<file path="src/hw/sqsg_pkg.sv">
// Shared constants for the switch QoS and snooping global control block
package sqsg_pkg;

    // ----------------------------------------------------------------
    // Bus and register map (register index, byte address = 4 * index)
    // ----------------------------------------------------------------
    localparam int          SQSG_ADDR_W         = 16;
    localparam int          SQSG_DATA_W         = 32;
    localparam logic [13:0] SQSG_IDX_MAP_FIRST  = 14'h0340;
    localparam logic [13:0] SQSG_IDX_MAP_TOP    = 14'h035F;
    localparam logic [13:0] SQSG_IDX_MIRROR     = 14'h0370;
    localparam logic [13:0] SQSG_IDX_WRED       = 14'h0378;
    localparam logic [13:0] SQSG_IDX_QMC0       = 14'h0390;
    localparam logic [1:0]  SQSG_RESP_OKAY      = 2'h0;
    localparam logic [1:0]  SQSG_RESP_DECERR    = 2'h3;

    // ----------------------------------------------------------------
    // Field positions
    // ----------------------------------------------------------------
    localparam int          SQSG_MAP_HI_LSB     = 4;
    localparam int          SQSG_MAP_LO_LSB     = 0;
    localparam int          SQSG_BIT_IGMP_EN    = 6;
    localparam int          SQSG_BIT_MLD_OPT    = 3;
    localparam int          SQSG_BIT_MLD_EN     = 2;
    localparam int          SQSG_BIT_SNIFF_AND  = 0;
    localparam int          SQSG_WRED_RED_LSB   = 4;
    localparam int          SQSG_WRED_YEL_LSB   = 2;
    localparam int          SQSG_WRED_GRN_LSB   = 0;
    localparam int          SQSG_QMC_2Q_LSB     = 6;
    localparam int          SQSG_BIT_DISCARD    = 1;

    // ----------------------------------------------------------------
    // Reset values
    // ----------------------------------------------------------------
    localparam logic [2:0]  SQSG_RST_PRIO       = 3'h0;
    localparam logic [1:0]  SQSG_RST_RED        = 2'h3;
    localparam logic [1:0]  SQSG_RST_YEL        = 2'h2;
    localparam logic [1:0]  SQSG_RST_GRN        = 2'h1;
    localparam logic        SQSG_RST_DISCARD    = 1'b1;

    // ----------------------------------------------------------------
    // IPv6 next-header codes used by listener-discovery snooping
    // ----------------------------------------------------------------
    localparam logic [7:0]  SQSG_NH_HOP_BY_HOP  = 8'h00;
    localparam logic [7:0]  SQSG_NH_ICMP        = 8'h01;
    localparam logic [7:0]  SQSG_NH_ICMPV6      = 8'h3A;
    localparam logic [7:0]  SQSG_NH_ROUTING     = 8'h2B;
    localparam logic [7:0]  SQSG_NH_FRAGMENT    = 8'h2C;
    localparam logic [7:0]  SQSG_NH_ESP         = 8'h32;
    localparam logic [7:0]  SQSG_NH_AUTH        = 8'h33;
    localparam logic [7:0]  SQSG_NH_DEST_OPT    = 8'h3C;

    // ----------------------------------------------------------------
    // Two-queue priority map encodings
    // ----------------------------------------------------------------
    typedef enum logic [1:0] {
        SQSG_2Q_HIGH_3     = 2'h0,
        SQSG_2Q_UNUSED     = 2'h1,
        SQSG_2Q_HIGH_23    = 2'h2,
        SQSG_2Q_HIGH_123   = 2'h3
    } sqsg_two_q_t;

    localparam sqsg_two_q_t SQSG_RST_2Q         = SQSG_2Q_HIGH_23;

endpackage

</file>
<file path="src/hw/sqsg_nh_match.sv">
// IPv6 next-header classifier for listener-discovery snooping
`timescale 1ns/100ps

module sqsg_nh_match
    import sqsg_pkg::*;
(
    input  wire logic [7:0] i_next_hdr,
    input  wire logic       i_opt_ext,
    output logic            o_hit
);

    // Option picks extension-header set instead of ICMP/ICMPv6
    always_comb begin
        if (i_opt_ext) begin
            o_hit = (i_next_hdr == SQSG_NH_ROUTING) || (i_next_hdr == SQSG_NH_FRAGMENT) ||
                    (i_next_hdr == SQSG_NH_ESP) || (i_next_hdr == SQSG_NH_AUTH) ||
                    (i_next_hdr == SQSG_NH_DEST_OPT);
        end else begin
            o_hit = (i_next_hdr == SQSG_NH_ICMP) || (i_next_hdr == SQSG_NH_ICMPV6);
        end
    end

endmodule

</file>
<file path="src/hw/sqsg_ctrl.sv">
// Switch QoS, snooping and mirroring global control registers with AXI4-Lite slave
//
// The implementer's own choice: the AXI4-Lite interface to the registers.
`timescale 1ns/100ps

module sqsg_ctrl
    import sqsg_pkg::*;
(
    input  wire logic                         i_clk,
    input  wire logic                         i_rst_n,
    // AXI4-Lite slave
    input  wire logic                         i_awvalid,
    output logic                              o_awready,
    input  wire logic [sqsg_pkg::SQSG_ADDR_W-1:0] i_awaddr,
    input  wire logic                         i_wvalid,
    output logic                              o_wready,
    input  wire logic [sqsg_pkg::SQSG_DATA_W-1:0] i_wdata,
    input  wire logic [3:0]                   i_wstrb,
    output logic                              o_bvalid,
    input  wire logic                         i_bready,
    output logic [1:0]                        o_bresp,
    input  wire logic                         i_arvalid,
    output logic                              o_arready,
    input  wire logic [sqsg_pkg::SQSG_ADDR_W-1:0] i_araddr,
    output logic                              o_rvalid,
    input  wire logic                         i_rready,
    output logic [sqsg_pkg::SQSG_DATA_W-1:0]  o_rdata,
    output logic [1:0]                        o_rresp,
    // Frame classification inputs
    input  wire logic [5:0]                   i_dscp,
    input  wire logic                         i_is_igmp,
    input  wire logic                         i_is_ipv6,
    input  wire logic [7:0]                   i_next_hdr,
    input  wire logic [7:0]                   i_hbh_next_hdr,
    input  wire logic                         i_mirror_enable,
    input  wire logic                         i_sniff_src_match,
    input  wire logic                         i_sniff_dst_match,
    input  wire logic                         i_two_queue_sel,
    input  wire logic [1:0]                   i_regen_prio,
    input  wire logic                         i_single_dest,
    // Decisions to the forwarding logic
    output logic [2:0]                        o_dscp_prio,
    output logic                              o_igmp_to_host,
    output logic                              o_mld_to_host,
    output logic                              o_mirror,
    output logic                              o_queue_high,
    output logic                              o_restrict_membership,
    output logic                              o_single_dest_drop,
    output logic [1:0]                        o_wred_red,
    output logic [1:0]                        o_wred_yellow,
    output logic [1:0]                        o_wred_green
);

    // ----------------------------------------------------------------
    // State
    // ----------------------------------------------------------------
    typedef struct packed {
        logic                    aw_rdy;
        logic                    w_rdy;
        logic                    aw_got;
        logic                    w_got;
        logic [SQSG_ADDR_W-1:0]  waddr;
        logic [SQSG_DATA_W-1:0]  wdata;
        logic                    wstrb0;
        logic                    bvalid;
        logic [1:0]              bresp;
        logic                    ar_rdy;
        logic                    rvalid;
        logic [SQSG_DATA_W-1:0]  rdata;
        logic [1:0]              rresp;
        logic [31:0][5:0]        map;
        logic                    igmp_en;
        logic                    mld_opt;
        logic                    mld_en;
        logic                    sniff_and;
        logic [1:0]              red;
        logic [1:0]              yel;
        logic [1:0]              grn;
        sqsg_two_q_t             two_q;
        logic                    discard;
        logic [2:0]              dscp_prio;
        logic                    igmp_host;
        logic                    mld_host;
        logic                    mirror;
        logic                    q_high;
        logic                    restrict_mem;
        logic                    sd_drop;
    } sqsg_state_t;

    sqsg_state_t st_reg;
    sqsg_state_t st_next;
    logic [13:0] widx;
    logic [13:0] ridx;
    logic        nh_hit;
    logic        hbh_hit;
    logic        mld_match;
    logic        sniff_hit;
    logic [5:0]  top_map;

    // ----------------------------------------------------------------
    // Next-header classifiers
    // ----------------------------------------------------------------
    sqsg_nh_match u_nh_match (
        .i_next_hdr (i_next_hdr),
        .i_opt_ext  (st_reg.mld_opt),
        .o_hit      (nh_hit)
    );

    sqsg_nh_match u_hbh_match (
        .i_next_hdr (i_hbh_next_hdr),
        .i_opt_ext  (st_reg.mld_opt),
        .o_hit      (hbh_hit)
    );

    // Direct hit or hop-by-hop followed by a hit
    assign mld_match = nh_hit || ((i_next_hdr == SQSG_NH_HOP_BY_HOP) && hbh_hit);
    // Global mode alone never mirrors; per-port enable arrives on i_mirror_enable
    assign sniff_hit = i_mirror_enable && (st_reg.sniff_and ? (i_sniff_src_match && i_sniff_dst_match)
                                                            : (i_sniff_src_match || i_sniff_dst_match));
    assign top_map   = st_reg.map[31];

    // ----------------------------------------------------------------
    // Next-state logic
    // ----------------------------------------------------------------
    always_comb begin
        st_next = st_reg;
        widx    = st_reg.waddr[SQSG_ADDR_W-1:2];
        ridx    = i_araddr[SQSG_ADDR_W-1:2];
        // Address and data are taken independently, in either order
        if (st_reg.aw_rdy && i_awvalid) begin
            st_next.aw_got = 1'b1;
            st_next.waddr  = i_awaddr;
        end
        if (st_reg.w_rdy && i_wvalid) begin
            st_next.w_got  = 1'b1;
            st_next.wdata  = i_wdata;
            st_next.wstrb0 = i_wstrb[0];
        end
        if (st_reg.bvalid && i_bready) begin
            st_next.bvalid = 1'b0;
        end
        // Commit once both halves are held; only byte lane 0 carries data
        if (st_reg.aw_got && st_reg.w_got && !st_reg.bvalid) begin
            st_next.aw_got = 1'b0;
            st_next.w_got  = 1'b0;
            st_next.bvalid = 1'b1;
            st_next.bresp  = SQSG_RESP_OKAY;
            if (widx >= SQSG_IDX_MAP_FIRST && widx <= SQSG_IDX_MAP_TOP) begin
                if (st_reg.wstrb0) begin
                    st_next.map[widx[4:0]] = {st_reg.wdata[SQSG_MAP_HI_LSB+:3],
                                              st_reg.wdata[SQSG_MAP_LO_LSB+:3]};
                end
            end else if (widx == SQSG_IDX_MIRROR) begin
                if (st_reg.wstrb0) begin
                    st_next.igmp_en   = st_reg.wdata[SQSG_BIT_IGMP_EN];
                    st_next.mld_opt   = st_reg.wdata[SQSG_BIT_MLD_OPT];
                    st_next.mld_en    = st_reg.wdata[SQSG_BIT_MLD_EN];
                    st_next.sniff_and = st_reg.wdata[SQSG_BIT_SNIFF_AND];
                end
            end else if (widx == SQSG_IDX_WRED) begin
                if (st_reg.wstrb0) begin
                    st_next.red = st_reg.wdata[SQSG_WRED_RED_LSB+:2];
                    st_next.yel = st_reg.wdata[SQSG_WRED_YEL_LSB+:2];
                    st_next.grn = st_reg.wdata[SQSG_WRED_GRN_LSB+:2];
                end
            end else if (widx == SQSG_IDX_QMC0) begin
                if (st_reg.wstrb0) begin
                    st_next.two_q   = sqsg_two_q_t'(st_reg.wdata[SQSG_QMC_2Q_LSB+:2]);
                    st_next.discard = st_reg.wdata[SQSG_BIT_DISCARD];
                end
            end else begin
                st_next.bresp = SQSG_RESP_DECERR;
            end
        end
        st_next.aw_rdy = !st_next.aw_got && !st_next.bvalid;
        st_next.w_rdy  = !st_next.w_got && !st_next.bvalid;
        // Read path: one outstanding read, reserved bits return zero
        if (st_reg.rvalid && i_rready) begin
            st_next.rvalid = 1'b0;
        end
        if (st_reg.ar_rdy && i_arvalid) begin
            st_next.rvalid = 1'b1;
            st_next.rresp  = SQSG_RESP_OKAY;
            st_next.rdata  = '0;
            if (ridx >= SQSG_IDX_MAP_FIRST && ridx <= SQSG_IDX_MAP_TOP) begin
                st_next.rdata[SQSG_MAP_HI_LSB+:3] = st_reg.map[ridx[4:0]][5:3];
                st_next.rdata[SQSG_MAP_LO_LSB+:3] = st_reg.map[ridx[4:0]][2:0];
            end else if (ridx == SQSG_IDX_MIRROR) begin
                st_next.rdata[SQSG_BIT_IGMP_EN]   = st_reg.igmp_en;
                st_next.rdata[SQSG_BIT_MLD_OPT]   = st_reg.mld_opt;
                st_next.rdata[SQSG_BIT_MLD_EN]    = st_reg.mld_en;
                st_next.rdata[SQSG_BIT_SNIFF_AND] = st_reg.sniff_and;
            end else if (ridx == SQSG_IDX_WRED) begin
                st_next.rdata[SQSG_WRED_RED_LSB+:2] = st_reg.red;
                st_next.rdata[SQSG_WRED_YEL_LSB+:2] = st_reg.yel;
                st_next.rdata[SQSG_WRED_GRN_LSB+:2] = st_reg.grn;
            end else if (ridx == SQSG_IDX_QMC0) begin
                st_next.rdata[SQSG_QMC_2Q_LSB+:2] = st_reg.two_q;
                st_next.rdata[SQSG_BIT_DISCARD]   = st_reg.discard;
            end else begin
                st_next.rresp = SQSG_RESP_DECERR;
            end
        end
        st_next.ar_rdy = !st_next.rvalid;

        // Forwarding decisions, one cycle after the frame inputs
        st_next.dscp_prio = i_dscp[0] ? st_reg.map[i_dscp[5:1]][5:3]
                                      : st_reg.map[i_dscp[5:1]][2:0];
        st_next.igmp_host = st_reg.igmp_en && i_is_igmp;
        st_next.mld_host  = st_reg.mld_en && i_is_ipv6 && mld_match;
        st_next.mirror    = sniff_hit;
        // Encoding 01 must not be programmed; it behaves like the reset map
        case (st_reg.two_q)
            SQSG_2Q_HIGH_3:   st_next.q_high = (i_regen_prio == 2'h3);
            SQSG_2Q_HIGH_23:  st_next.q_high = i_regen_prio[1];
            SQSG_2Q_HIGH_123: st_next.q_high = (i_regen_prio != 2'h0);
            default:          st_next.q_high = i_regen_prio[1];
        endcase
        if (!i_two_queue_sel) begin
            st_next.q_high = 1'b0;
        end
        st_next.restrict_mem = st_reg.discard || !i_single_dest;
        st_next.sd_drop      = !st_reg.discard && i_single_dest && sniff_hit;
    end

    // ----------------------------------------------------------------
    // State register
    // ----------------------------------------------------------------
    always_ff @(posedge i_clk or negedge i_rst_n) begin
        if (!i_rst_n) begin
            st_reg         <= '0;
            st_reg.red     <= SQSG_RST_RED;
            st_reg.yel     <= SQSG_RST_YEL;
            st_reg.grn     <= SQSG_RST_GRN;
            st_reg.two_q   <= SQSG_RST_2Q;
            st_reg.discard <= SQSG_RST_DISCARD;
        end else begin
            st_reg <= st_next;
        end
    end

    // ----------------------------------------------------------------
    // Outputs, all straight from flops
    // ----------------------------------------------------------------
    assign o_awready             = st_reg.aw_rdy;
    assign o_wready              = st_reg.w_rdy;
    assign o_bvalid              = st_reg.bvalid;
    assign o_bresp               = st_reg.bresp;
    assign o_arready             = st_reg.ar_rdy;
    assign o_rvalid              = st_reg.rvalid;
    assign o_rdata               = st_reg.rdata;
    assign o_rresp               = st_reg.rresp;
    assign o_dscp_prio           = st_reg.dscp_prio;
    assign o_igmp_to_host        = st_reg.igmp_host;
    assign o_mld_to_host         = st_reg.mld_host;
    assign o_mirror              = st_reg.mirror;
    assign o_queue_high          = st_reg.q_high;
    assign o_restrict_membership = st_reg.restrict_mem;
    assign o_single_dest_drop    = st_reg.sd_drop;
    assign o_wred_red            = st_reg.red;
    assign o_wred_yellow         = st_reg.yel;
    assign o_wred_green          = st_reg.grn;
endmodule

</file>
<file path="config.mk">
export PLATFORM = sky130hd
export DESIGN_NAME = sqsg_ctrl
export DESIGN_NICKNAME = d
export VERILOG_FILES = /design/src/hw/sqsg_pkg.sv /design/src/hw/sqsg_nh_match.sv /design/src/hw/sqsg_ctrl.sv
export SDC_FILE = /design/constraint.sdc
export NUM_CORES = 1
export LEC_CHECK = 0
export ABC_CLOCK_PERIOD_IN_PS = 2350
export BUFFER_PORTS_ARGS = -buffer_cell sky130_fd_sc_hd__buf_4
export CORE_AREA = 2 2 224 226
export CTS_BUF_LIST = sky130_fd_sc_hd__clkbuf_16
export CTS_CLUSTER_DIAMETER = 200
export CTS_CLUSTER_SIZE = 12
export DETAILED_ROUTE_END_ITERATION = 12
export DIE_AREA = 0 0 226 228
export GPL_ROUTABILITY_DRIVEN = 1
export PLACE_DENSITY = 0.48
export SYNTH_ARGS = -nofsm -noshare
export SYNTH_HDL_FRONTEND = slang
export SYNTH_SLANG_ARGS = --single-unit
</file>
<file path="constraint.sdc">
create_clock -name i_clk -period 2.35 [get_ports i_clk]
set_input_delay 0.3525 -clock i_clk [delete_from_list [all_inputs] [get_ports i_clk]]
set_output_delay 0.3525 -clock i_clk [all_outputs]
set_load 0.01 [all_outputs]
</file>
==> metrics list, run 1 <==
- TritonCTS built the clock tree.
* Achievable clock frequency: 426 MHz
- Capture point of the critical path: st_reg[39]
- The detailed router finished its first iteration with 573 violations.
- Synthesis warning total: 0
- STA puts the critical path data arrival time at 2.78 ns.
* Post-synthesis average cell area: 13.4 um^2
- Cell Chain, Critical Path: or4_4 -> nor4_4 -> nand4b_2 -> buf_12 -> nor4_4 -> buf_6 -> mux2_2
- Yosys mapped a number of flops with a built-in enable equal to 0.
- In this run, the clock network consumes 33.5% of the power.
- Area share of the leading cell type in the synthesized netlist: 45.6%
- Antenna Diode Count: 0
- The analysis attributes to cell leakage a power of 7.69 nW.
* Area leader, netlist: sky130_fd_sc_hd__dfrtp_1
- From bottom edge to top edge, the die measures 228 um.
- In this run the critical register-to-register path is captured at st_reg[39].
- The cell family contributing the most delay on the critical path is simple AND/OR/NAND/NOR gates.
* Most frequent cell after synthesis: sky130_fd_sc_hd__dfrtp_1
- Power spread over the standard cell area amounts to 663 mW/mm^2.
- The number of clock buffers added by TritonCTS is 25.
* CP dominant cell by count: sky130_fd_sc_hd__nor4_4
- Setup Buffers After CTS: 0
- Peak per-stage delay on the critical path: 0.58 ns
- Critical path class: reg2reg
* Stages on the worst setup path: 7
- Worst-path maximum fanout: 8
- Row generation in the floorplan step produced 82 rows.
* Distinct cell type count after synthesis: 61
- The net count of the finished layout is 1,290.
- Aggregate global routing overflow: 0
- Fill cells in the final layout number 4,877.
* Die width: 226 um
- Maximum clock insertion buffer count: 3
- Sw Share: 32.7%
- Crit path time final: 2.35 ns
- # H-tree levels: 1
- After synthesis, the largest family of logic cells by area is multiplexers.
- GP Congestion: 0.847
- Sequential power share: 44.4%
- The startpoint identified for the worst register-to-register timing path is st_reg[299].
- Status: finished clean
* I/O pin cnt: 162
- Total wirelength of the detailed-routed design: 41,800 um
* Mux cell area share after synthesis: 35.9%
- Cell types with the largest area share after synthesis: sky130_fd_sc_hd__dfrtp_1 46%, sky130_fd_sc_hd__mux2_2 19%, sky130_fd_sc_hd__mux4_2 14%, sky130_fd_sc_hd__mux2i_1 2.6%, sky130_fd_sc_hd__buf_4 2.5%
- The finished layout holds 1,865 standard cells, fillers aside.
* Max-cap violation count: 0
- Remaining antenna violation count: 0
- In this run the register-to-register setup slack is 0.0004 ns.
* Final setup fails: 0
* Vias per inst: 5.00
- Per report_power, the combinational group accounts for 22.1% of the total.
* Wire length per cell after detailed routing: 22.4 um
* Initial antenna violation count: 0
- The min-delay analysis places its worst path in the category in2reg.
- Headroom to the max-slew limit came out at 50.5%.
- Area Growth Syn to Fin: 22.6%
- Via count: 9,326
* Simple-gate share of the synthesized area: 7.95%
* Core occupancy in the finished layout: 33.8%
- Total half-perimeter wirelength after legalization and detailed placement: 30,000 um
- Worst supply voltage drop on vdd: 0.000449 V
- The first global-routing pass estimated 63,300 um of wire.
- Proportion of layout cells with a drive suffix above 1: 48.8%
- Xor/xnor cell area share of the yosys netlist: 0%
- For this run, the total global-route usage over all layers was measured as 16.3%.
* Inst Count DP: 1,810
- For this run, the detailed router's first-pass iteration total came to 4.
- In this run the cell area measured after placement is 0.0157 mm^2.
- The initial utilization of the core area, before any placement, comes to 27.6%.
- Clk pin slew, worst setup/hold paths: 0.07 ns
- CTS placed an instance of sky130_fd_sc_hd__clkbuf_16 at the clock tree root.
- On the critical path, the stage with the largest delay is an instance of sky130_fd_sc_hd__or4_4.
- Largest net degree at the start of global routing: 69
- The die covers 0.0515 mm^2.
- The worst setup path is launched from a flip-flop.
* Yosys reg bits: 254
- Post-route design area: 0.0167 mm^2
- Summing the areas of all compound-gate instances in the mapped netlist gives 4.50% of the synthesized area.
- Post-Syn Instances: 1,012
- Setup repair after global routing could not meet its margin everywhere.
- The register with the most flip-flops in the layout has 218 of them.
- Port buffering added 106 buffers.
- Cell area after synthesis: 0.0136 mm^2
- Top cells by count, synth: 248 x sky130_fd_sc_hd__dfrtp_1, 232 x sky130_fd_sc_hd__mux2_2, 83 x sky130_fd_sc_hd__mux4_2
- Portion of the post-synthesis area used by sequential elements: 46.8%
- Data on the critical path is required at its endpoint by 2.79 ns.
- Cell internal power was estimated by the tool at 7.45 mW.
* Setup skew after layout: 0.0251 ns
* Async set or reset register ratio after synthesis: 100%
- Worst Setup SP: st_reg[299]
* Via count of the first global-routing pass: 9,626
* Number of clock sinks seen by CTS: 254
* Count of cells along the worst register-to-register path: 7
- At the pin with the least slew margin, the transition time is 0.743 ns.
* Net switching power of the design: 3.62 mW
* Period utilization: 100%
- Summing the areas of all fa, ha and maj instances in the mapped netlist gives 0.184% of the synthesized area.
- The total count of max-transition violations in the final report was 0.
- The clock reaches the later pin of the worst-skew pair after 0.57 ns.
* Leading register cell type out of synthesis: sky130_fd_sc_hd__dfrtp_1
- Core area: 0.0493 mm^2
- The worst setup path is captured at a flip-flop.
- Buffers & Inverters on Critical Path: 2
- In the routed design, unresolved DRC markers number 0.
- Number of hold violations in the final report: 0
[cells in the final DEF, fill, tap and decap left out, drive strengths merged, types with 10 or more instances in the layout]
cell / instances
mux2: 236
nor3: 11
a21oi: 12
conb: 24
clkbuf: 25
dlygate4sd3: 17
mux4: 83
nor2: 40
nand4: 12
nand3: 17
o21ai: 15
buf: 210
dfrtp: 248
mux2i: 36
nand2b: 10
inv: 25
nor2b: 13
nand2: 43
[through the flow]
step / hold slack [ns] / setup TNS [ns] / setup WS (ns) / power [mW]
CTS: 0.000576 / 0 / 0.00248 / 11.2
finish: 0.0253 / 0 / 0.000355 / 11.1
global placement: 0.310 / -0.262 / -0.0590 / 7.39
detailed placement: 0.307 / -0.166 / -0.0345 / 7.42
floorplan: 0.0569 / 0 / 0.0480 / 6.28
global route: 0.000861 / -2.23 / -0.0671 / 11.6
[area by class of cell]
type | instances | area (um^2) | area share, %
Clock buffer | 25 | 626 | 3.75
Clock inverter | 13 | 72.6 | 0.435
Inverter | 12 | 45.0 | 0.270
Multi-Input combinational cell | 662 | 6760 | 40.5
Sequential cell | 254 | 6360 | 38.1
Tap cell | 672 | 841 | 5.04
Timing Repair Buffer | 227 | 1990 | 11.9
[cells by family after synthesis]
kind of cell / Yosys count
and+or+nand+nor: 193
other: 1
AOI/OAI and AO/OA: 88
adders and majority gates: 2
DFF: 254
muxes: 355
buffers and inverters: 119
[worst min path at each step]
stage          cells past startpoint         start  slack, ns           to
2_1_floorplan                      0       i_rst_n       0.06    o_arready
3_3_place_gp                       1       i_rst_n       0.31   st_reg[40]
3_5_place_dp                       1       i_rst_n       0.31   st_reg[46]
4_1_cts                            2  i_awaddr[12]     0.0006  st_reg[298]
5_1_grt                            2  i_awaddr[12]     0.0009  st_reg[298]
6_report                           2   i_awaddr[4]       0.03  st_reg[290]
[power by group through the flow]
stage	sequential [mW]	combinational, mW	clock (mW)
2_1_floorplan	4.97	1.31	0
3_3_place_gp	4.97	2.42	0
3_5_place_dp	4.99	2.43	0
4_1_cts	4.91	2.47	3.84
5_1_grt	4.95	2.65	4.01
6_report	4.91	2.45	3.71
[per-layer routing]
metal / global-route usage (%) / part of all wire (%) / vias up
met3: 2.70 / 5.5 / 45
met1: 22.7 / 45 / 4927
met2: 26.2 / 48 / 258
li1: - / - / 4096
met4: 4.39 / 2.3 / 0
met5: 0 / 0 / -
[timing repair]
action / CTS / global route
resized for setup: 4 / 17
hold buffers: 17 / 0
endpoints found under the setup margin: 35 / 89
gates cloned: 0 / 0
pin swaps: 1 / 1
endpoints found under the hold margin: 60 / 0
(Power assumes the default switching activity.)
==> run 2, diff against run 1 <==
--- a/config.mk
+++ b/config.mk
@@ -14,7 +14,7 @@
 export DETAILED_ROUTE_END_ITERATION = 12
 export DIE_AREA = 0 0 226 228
 export GPL_ROUTABILITY_DRIVEN = 1
-export PLACE_DENSITY = 0.48
+export PLACE_DENSITY = 0.51
 export SYNTH_ARGS = -nofsm -noshare
 export SYNTH_HDL_FRONTEND = slang
 export SYNTH_SLANG_ARGS = --single-unit
==> run 2 against run 1 <==
Net effect: fmax is 0.61% higher; wire length is 2.0% lower; die area stayed put; global-route usage is 0.42 points lower; sequential power is 0.8% lower; clock power is 2% lower; critical path type unchanged; critical endpoint is now st_reg[45]; register-to-register slack hardly changed; power is 1.5% lower; cell count is 1.2% lower.
==> metrics list, run 2 (same netlist as run 1, synthesis figures left out) <==
- Status: finished clean
- Slew at the pin with the worst max-slew slack: 0.665 ns (-0.0778 ns)
* Sequential power share: 44.6% (+0.2 points)
- Port buffer count: 106 (unchanged)
* Clk pwr share: 33.2% (-0.3 points)
- Power density over the cells: 656 mW/mm^2 (-1.0%)
- Num rows: 82 (unchanged)
- Period utilization: 99.4% (-0.60 points)
- Height of the die: 228 um (unchanged)
- The count of final setup violators is 0 (unchanged).
* Worst-case headroom to the max-slew limit: 55.5% (+5.1 points)
- The setup slack after layout is 0.0145 ns (+0.0142 ns).
- Achievable clock frequency: 428 MHz (+0.61%)
- Final Net Count: 1,270 (-1.6%)
- Setup repair after global routing could not meet its margin everywhere.
- Number of fill cells: 4,829 (-0.98%)
- The standard cell area after detailed placement is 0.0158 mm^2 (about the same).
* Critical path class: reg2reg
- The number of inserted diodes came to 0 (unchanged).
- The DRC violation count after routing came to 0 (unchanged).
- Gate power share: 22.2% (about the same)
- Number of flip-flops under the largest register name: 218 (unchanged)
- Total wirelength of the detailed-routed design: 40,900 um (-2.0%)
- The number of top-level design ports is 162 (unchanged).
* Post-route total power: 10.9 mW (-1.5%)
- Hold crit path type: in2reg
* Vias per inst: 5.03 (+0.51%)
- Worst-path maximum fanout: 8 (unchanged)
* Worst setup EP type: flip-flop
* Largest net degree at the start of global routing: 60 (-13%)
* Core occupancy in the finished layout: 33.7% (-0.16 points)
- The total number of vias was 9,263 (-0.68%).
* Aggregate global routing overflow: 0 (unchanged)
- The number of antenna violations at the first check in global routing came to 0 (unchanged).
- Family with the most delay on the worst path: simple AND/OR/NAND/NOR gates
* Number of hold violations in the final report: 0 (unchanged)
- The depth of the CTS H-tree came to 1 (unchanged).
- The library cell used most frequently in the layout, excluding fill and tap cells, is sky130_fd_sc_hd__dfrtp_1.
- The reported max-cap violation count came to 0 (unchanged).
* Remaining antenna violation count: 0 (unchanged)
* Setup Buffers After CTS: 0 (unchanged)
- Peak per-stage delay on the critical path: 0.58 ns (about the same)
- The number of CTS-inserted buffers was 25 (unchanged).
- TritonCTS built the clock tree.
- The HPWL after detailed placement came to 29,500 um (-1.5%).
- The CTS sink count came to 254 (unchanged).
* Crit path time final: 2.34 ns (-0.0142 ns)
- The worst setup path is launched from a flip-flop.
* Area enclosed by the die boundary: 0.0515 mm^2 (unchanged)
- First-iteration detailed-routing DRC count: 522 (-8.9%)
- Setup skew after layout: 0.0169 ns (-0.00818 ns)
- Proportion of layout cells with a drive suffix above 1: 49.1% (+0.32 points)
* Cell Chain, Critical Path: or4_4 -> nor4_4 -> nand4_2 -> buf_12 -> nor4_4 -> buf_12 -> mux2_2
- The number of global-route vias before repair is 9,426 (-2.1%).
- Initial core utilization: 27.6% (unchanged)
- GP Congestion: 0.852 (+0.63%)
- Required time at the endpoint of the critical path: 2.78 ns (about the same)
* Root buffer selected by CTS: sky130_fd_sc_hd__clkbuf_16
- Among all stages on the critical path, the largest delay is contributed by sky130_fd_sc_hd__or4_4.
- Summed negative setup slack over all endpoints: 0 ns (unchanged)
- Maximum clock insertion buffer count: 3 (unchanged)
- The placement-stage worst setup slack is -0.0250 ns (+0.00942 ns).
- Net switching power of the design: 3.51 mW (-2.8%)
- The width of the chip came to 226 um (unchanged).
- Commonest cells after routing, fill and taps aside: 248 x sky130_fd_sc_hd__dfrtp_1, 222 x sky130_fd_sc_hd__mux2_2, 170 x sky130_fd_sc_hd__buf_4
- The clock-pin transition on the worst setup and hold timing paths came to 0.06 ns (about the same).
- The maximum VDD drop was 0.000460 V (+2.6%).
- The total count of max-transition violations in the final report was 0 (unchanged).
- The total non-filler cell area in the finished layout is 0.0166 mm^2 (-0.47%).
* Wire length of the first global-routing pass: 61,800 um (-2.3%)
- Sw Share: 32.2% (-0.44 points)
* Buffers & Inverters on Critical Path: 2 (unchanged)
- Wire length per cell after detailed routing: 22.2 um (-0.88%)
* Number of search-and-repair iterations in the first detailed-routing pass: 5 (+1)
* Area Growth Syn to Fin: 22.0%
- Later-pin clock latency in the skew report: 0.55 ns (-0.02 ns)
* Leakage power summed over all cells: 7.63 nW (-0.79%)
- The arrival time at the worst endpoint is 2.76 ns (-0.02 ns).
- Global-route total usage across every layer: 15.9% (-0.42 points)
- Core area: 0.0493 mm^2 (unchanged)
- The internal power was 7.39 mW (-0.86%).
run 2: cell count changes in the layout (fill, tap and decap cells not counted), moves of 2 or more:
cell                            previous run  this run
sky130_fd_sc_hd__nor2_2                    7         2
sky130_fd_sc_hd__dlygate4sd3_1            17         5
sky130_fd_sc_hd__buf_12                   17        23
sky130_fd_sc_hd__buf_4                   187       170
sky130_fd_sc_hd__inv_1                    23        21
sky130_fd_sc_hd__buf_6                     5         7
sky130_fd_sc_hd__nor2_4                    0         6
run 2: worst paths after layout:
| check | start | cells past startpoint | slack (ns) | to |
|---|---|---|---|---|
| setup reg to reg | st_reg[299] | 7 | 0.01 | st_reg[45] |
| hold reg to reg | st_reg[302] | 1 | 0.46 | o_wready |
| min in group asynchronous | i_rst_n | 2 | 0.33 | st_reg[46] |
| max in group asynchronous | i_rst_n | 3 | 1.20 | st_reg[102] |
| setup / recovery | st_reg[299] | 7 | 0.01 | st_reg[45] |
| hold / removal | i_rready | 2 | 0.03 | o_rvalid |
run 2: timing repair:
action                     CTS  global route
hold endpoints to repair    55             0
setup endpoints to repair   18           128
gates resized for setup      4            28
hold buffers                 5             0
pin swaps                    0             2
run 2: layout make-up:
cell class / instances / area, um^2 / share of cell area (%)
Inverter: 12 / 45.0 / 0.271
Sequential cell: 254 / 6360 / 38.3
Tap cell: 672 / 841 / 5.06
Clock inverter: 11 / 53.8 / 0.324
Timing Repair Buffer: 207 / 1900 / 11.4
Clock buffer: 25 / 626 / 3.77
Multi-Input combinational cell: 662 / 6790 / 40.9
run 2: through the flow:
step                instances  hold slack, ns
finish                   1843          0.0288
global route             1843          0.0136
CTS                      1843         0.00170
detailed placement       1802           0.332
global placement         1802           0.330
floorplan                1035          0.0569
run 2: power groups by stage:
stage | clock [mW] | combinational (mW) | sequential, mW
2_1_floorplan | 0 | 1.31 | 4.97
3_3_place_gp | 0 | 2.37 | 4.93
3_5_place_dp | 0 | 2.40 | 4.94
4_1_cts | 3.74 | 2.42 | 4.87
5_1_grt | 3.92 | 2.61 | 4.90
6_report | 3.62 | 2.42 | 4.87
run 2: layer usage:
layer	wire (um)	vias to the layer above	global-route usage [%]
met5	0	-	0
met3	1850	62	2.41
met2	19400	258	25.2
li1	-	4069	-
met1	18500	4874	22.2
met4	1120	0	4.84
run 2: worst reg2reg max path: stages (launching register included):
cell,delay (ns)
sky130_fd_sc_hd__dfrtp_1,0.38
sky130_fd_sc_hd__or4_4,0.58
sky130_fd_sc_hd__nor4_4,0.21
sky130_fd_sc_hd__nand4_2,0.17
sky130_fd_sc_hd__buf_12,0.19
sky130_fd_sc_hd__nor4_4,0.19
sky130_fd_sc_hd__buf_12,0.18
sky130_fd_sc_hd__mux2_2,0.33
==> run 3, diff against run 2 <==
--- a/config.mk
+++ b/config.mk
@@ -7,14 +7,14 @@
 export LEC_CHECK = 0
 export ABC_CLOCK_PERIOD_IN_PS = 2350
 export BUFFER_PORTS_ARGS = -buffer_cell sky130_fd_sc_hd__buf_4
-export CORE_AREA = 2 2 224 226
+export CORE_AREA = 2 2 177 179
 export CTS_BUF_LIST = sky130_fd_sc_hd__clkbuf_16
 export CTS_CLUSTER_DIAMETER = 200
 export CTS_CLUSTER_SIZE = 12
 export DETAILED_ROUTE_END_ITERATION = 12
-export DIE_AREA = 0 0 226 228
+export DIE_AREA = 0 0 179 181
 export GPL_ROUTABILITY_DRIVEN = 1
-export PLACE_DENSITY = 0.51
+export PLACE_DENSITY = 0.71
 export SYNTH_ARGS = -nofsm -noshare
 export SYNTH_HDL_FRONTEND = slang
 export SYNTH_SLANG_ARGS = --single-unit
==> run 3 against run 2 <==
Net effect: critical path depth unchanged; utilization up 19 points; sequential power grew 6.2%; non-clock buffer count decreased by 13; via count is 2.7% higher; combinational power fell by 16%; first-iteration DRC count increased by 62%; wire length is 9.2% lower; largest cell class unchanged; largest power group unchanged; power fell by 1.1%; die area decreased by 37%; design area fell by 3.0%.
==> metrics list, run 3 (same netlist as run 1, synthesis figures left out) <==
* Status: finished clean
* Net switching power of the design: 3.43 mW (-2.3%)
- The largest fanout of any net on the critical path was 8 (unchanged).
* Gate power share: 19.0% (-3.2 points)
- Area enclosed by the die boundary: 0.0324 mm^2 (-37%)
* Initial antenna violation count: 0 (unchanged)
* Required time at the endpoint of the critical path: 2.76 ns (-0.02 ns)
- DRC Markers: 0 (unchanged)
- The post-detailed-route count of antenna-violating nets is 0 (unchanged).
- The total count of max-transition violations in the final report was 0 (unchanged).
* Core area: 0.0303 mm^2 (-39%)
- The buffer depth of the longest clock path was 3 (unchanged).
- The internal power came to 7.35 mW (-0.53%).
- Via count: 9,513 (+2.7%)
* Worst setup EP type: flip-flop
- Max-cap violation count: 0 (unchanged)
- The area growth from synthesis to layout is 18.4%.
* Worst-case headroom to the max-slew limit: 10.1% (-45 points)
* Slew at the pin with the worst max-slew slack: 1.35 ns (+0.683 ns)
- The root buffer cell chosen for the clock tree is sky130_fd_sc_hd__clkbuf_16.
- Achievable clock frequency: 433 MHz (+1.2%)
* Later-pin clock latency in the skew report: 0.53 ns (-0.02 ns)
- The number of inserted diodes came to 0 (unchanged).
- The count of cells along the worst register-to-register path came to 7 (unchanged).
- The initial core utilization is 44.8% (+17 points).
- The worst clock skew is 0.0165 ns (-0.000351 ns).
- Clk pwr share: 33.1% (about the same)
* CTS buffer count: 25 (unchanged)
* Number of clock sinks seen by CTS: 254 (unchanged)
* Final setup fails: 0 (unchanged)
* Hold Crit Depth: 3 (+1)
- The critical path is of the reg2reg type.
- The fraction of final layout cells sized beyond drive strength 1 is 48.7% (-0.44 points).
- The violation count after the first detailed-route iteration came to 847 (+62%).
* Via count of the first global-routing pass: 9,504 (+0.83%)
* Height of the die: 181 um (-21%)
* Period utilization: 98.2% (-1.2 points)
- Sw Share: 31.8% (-0.40 points)
* Type of element launching the critical path: flip-flop
* Wire length per cell after detailed routing: 23.9 um (+7.7%)
- Total wirelength of the detailed-routed design: 37,200 um (-9.2%)
* I/O pin cnt: 162 (unchanged)
- Setup repair after global routing missed its margin: yes
- The setup TNS was 0 ns (unchanged).
* Number of flip-flops under the largest register name: 218 (unchanged)
- Final setup margin: 0.0420 ns (+0.0275 ns)
- Power density over the cells: 669 mW/mm^2 (+2.0%)
* Num rows: 64 (-22%)
- Core occupancy in the finished layout: 53.1% (+19 points)
* Final Net Count: 1,257 (-1.0%)
- The final weighted congestion of routability-driven global placement came to 0.953 (+12%).
- Most common cell after layout, fill and taps aside: sky130_fd_sc_hd__dfrtp_1
- The sequential power share is 47.9% (+3.3 points).
- The depth of the CTS H-tree is 1 (unchanged).
* Total half-perimeter wirelength after legalization and detailed placement: 26,100 um (-12%)
* Hold crit path type: in2reg
- Wire length of the first global-routing pass: 56,800 um (-8.1%)
- Number of hold violations in the final report: 0 (unchanged)
- Clock tree from TritonCTS: yes
- The post-route minimum period was 2.31 ns (-0.0275 ns).
- The average via count per standard cell came to 6.12 (+22%).
- The width of the chip was 179 um (-21%).
- Leakage power summed over all cells: 7.56 nW (-0.84%)
- Number of search-and-repair iterations in the first detailed-routing pass: 6 (+1)
- The maximum number of pins on one net before global-route repair was 81 (+35%).
* Commonest cells after routing, fill and taps aside: 248 x sky130_fd_sc_hd__dfrtp_1, 220 x sky130_fd_sc_hd__mux2_2, 164 x sky130_fd_sc_hd__buf_4
* Aggregate global routing overflow: 0 (unchanged)
* Worst supply voltage drop on vdd: 0.000871 V (+89%)
* Pre-CTS worst setup slack: 0.0328 ns (+0.0578 ns)
- Port buffer count: 106 (unchanged)
- The arrival time at the worst endpoint came to 2.72 ns (-0.04 ns).
- The combined global-route utilization of all metal layers came to 23.1% (+7.2 points).
* Setup Buffers After CTS: 0 (unchanged)
- Clk pin slew, worst setup/hold paths: 0.06 ns (about the same)
-- run 3: final timing paths --
check | from | end | slack, ns
setup / recovery | st_reg[299] | top_map[4] | 0.04
hold / removal | i_mirror_enable | o_mirror | 0.02
setup reg to reg | st_reg[299] | top_map[4] | 0.04
hold reg to reg | st_reg[302] | o_wready | 0.48
max in group asynchronous | i_rst_n | st_reg[11] | 1.17
min in group asynchronous | i_rst_n | st_reg[40] | 0.42
-- run 3: final cells by class --
class                      instances  area (um^2)
fill                            2562        14200
clock inverter                    12         57.6
tap                              396          495
clock buffer                      25          626
inverter                          12         45.0
multi-input combinational        662         6770
sequential                       254         6360
timing repair buffer             194         1750
-- run 3: worst max-delay path: stages (launching register included) --
cell,delay (ns)
sky130_fd_sc_hd__dfrtp_1,0.37
sky130_fd_sc_hd__or4_4,0.58
sky130_fd_sc_hd__nor4_4,0.21
sky130_fd_sc_hd__nand4_2,0.16
sky130_fd_sc_hd__buf_12,0.19
sky130_fd_sc_hd__nor2_1,0.15
sky130_fd_sc_hd__buf_4,0.18
sky130_fd_sc_hd__mux2_1,0.34
-- run 3: repair_timing --
action,4_1_cts,5_1_grt
hold buffers,4,0
hold endpoints to repair,74,0
gates resized for setup,0,25
setup endpoints to repair,0,72
-- run 3: routing by layer --
metal | vias up | global-route usage, % | share of wire, %
met3 | 67 | 4.19 | 7.8
met4 | 2 | 7.02 | 2.8
met2 | 420 | 36.1 | 47
met5 | - | 1.08 | 0.11
met1 | 4987 | 32.7 | 42
li1 | 4037 | - | -
-- run 3: metrics by stage --
step                      cells  hold WS [ns]  power, mW  cell area, um^2
after CTS                  1555       0.00908       10.8            16000
final                      1555        0.0229       10.8            16100
after detailed placement   1514         0.412       7.23            15300
after global routing       1555        0.0304       11.2            16100
after global placement     1514         0.408       7.16            15300
after floorplan            1035        0.0569       6.28            13700
-- run 3: power groups by stage --
| stage | Combinational [mW] | Sequential, mW | Clock, mW |
|---|---|---|---|
| 3_5_place_dp | 2.01 | 5.22 | 0 |
| 6_report | 2.04 | 5.17 | 3.57 |
| 2_1_floorplan | 1.31 | 4.97 | 0 |
| 3_3_place_gp | 1.96 | 5.20 | 0 |
| 4_1_cts | 2.02 | 5.15 | 3.63 |
| 5_1_grt | 2.19 | 5.22 | 3.80 |
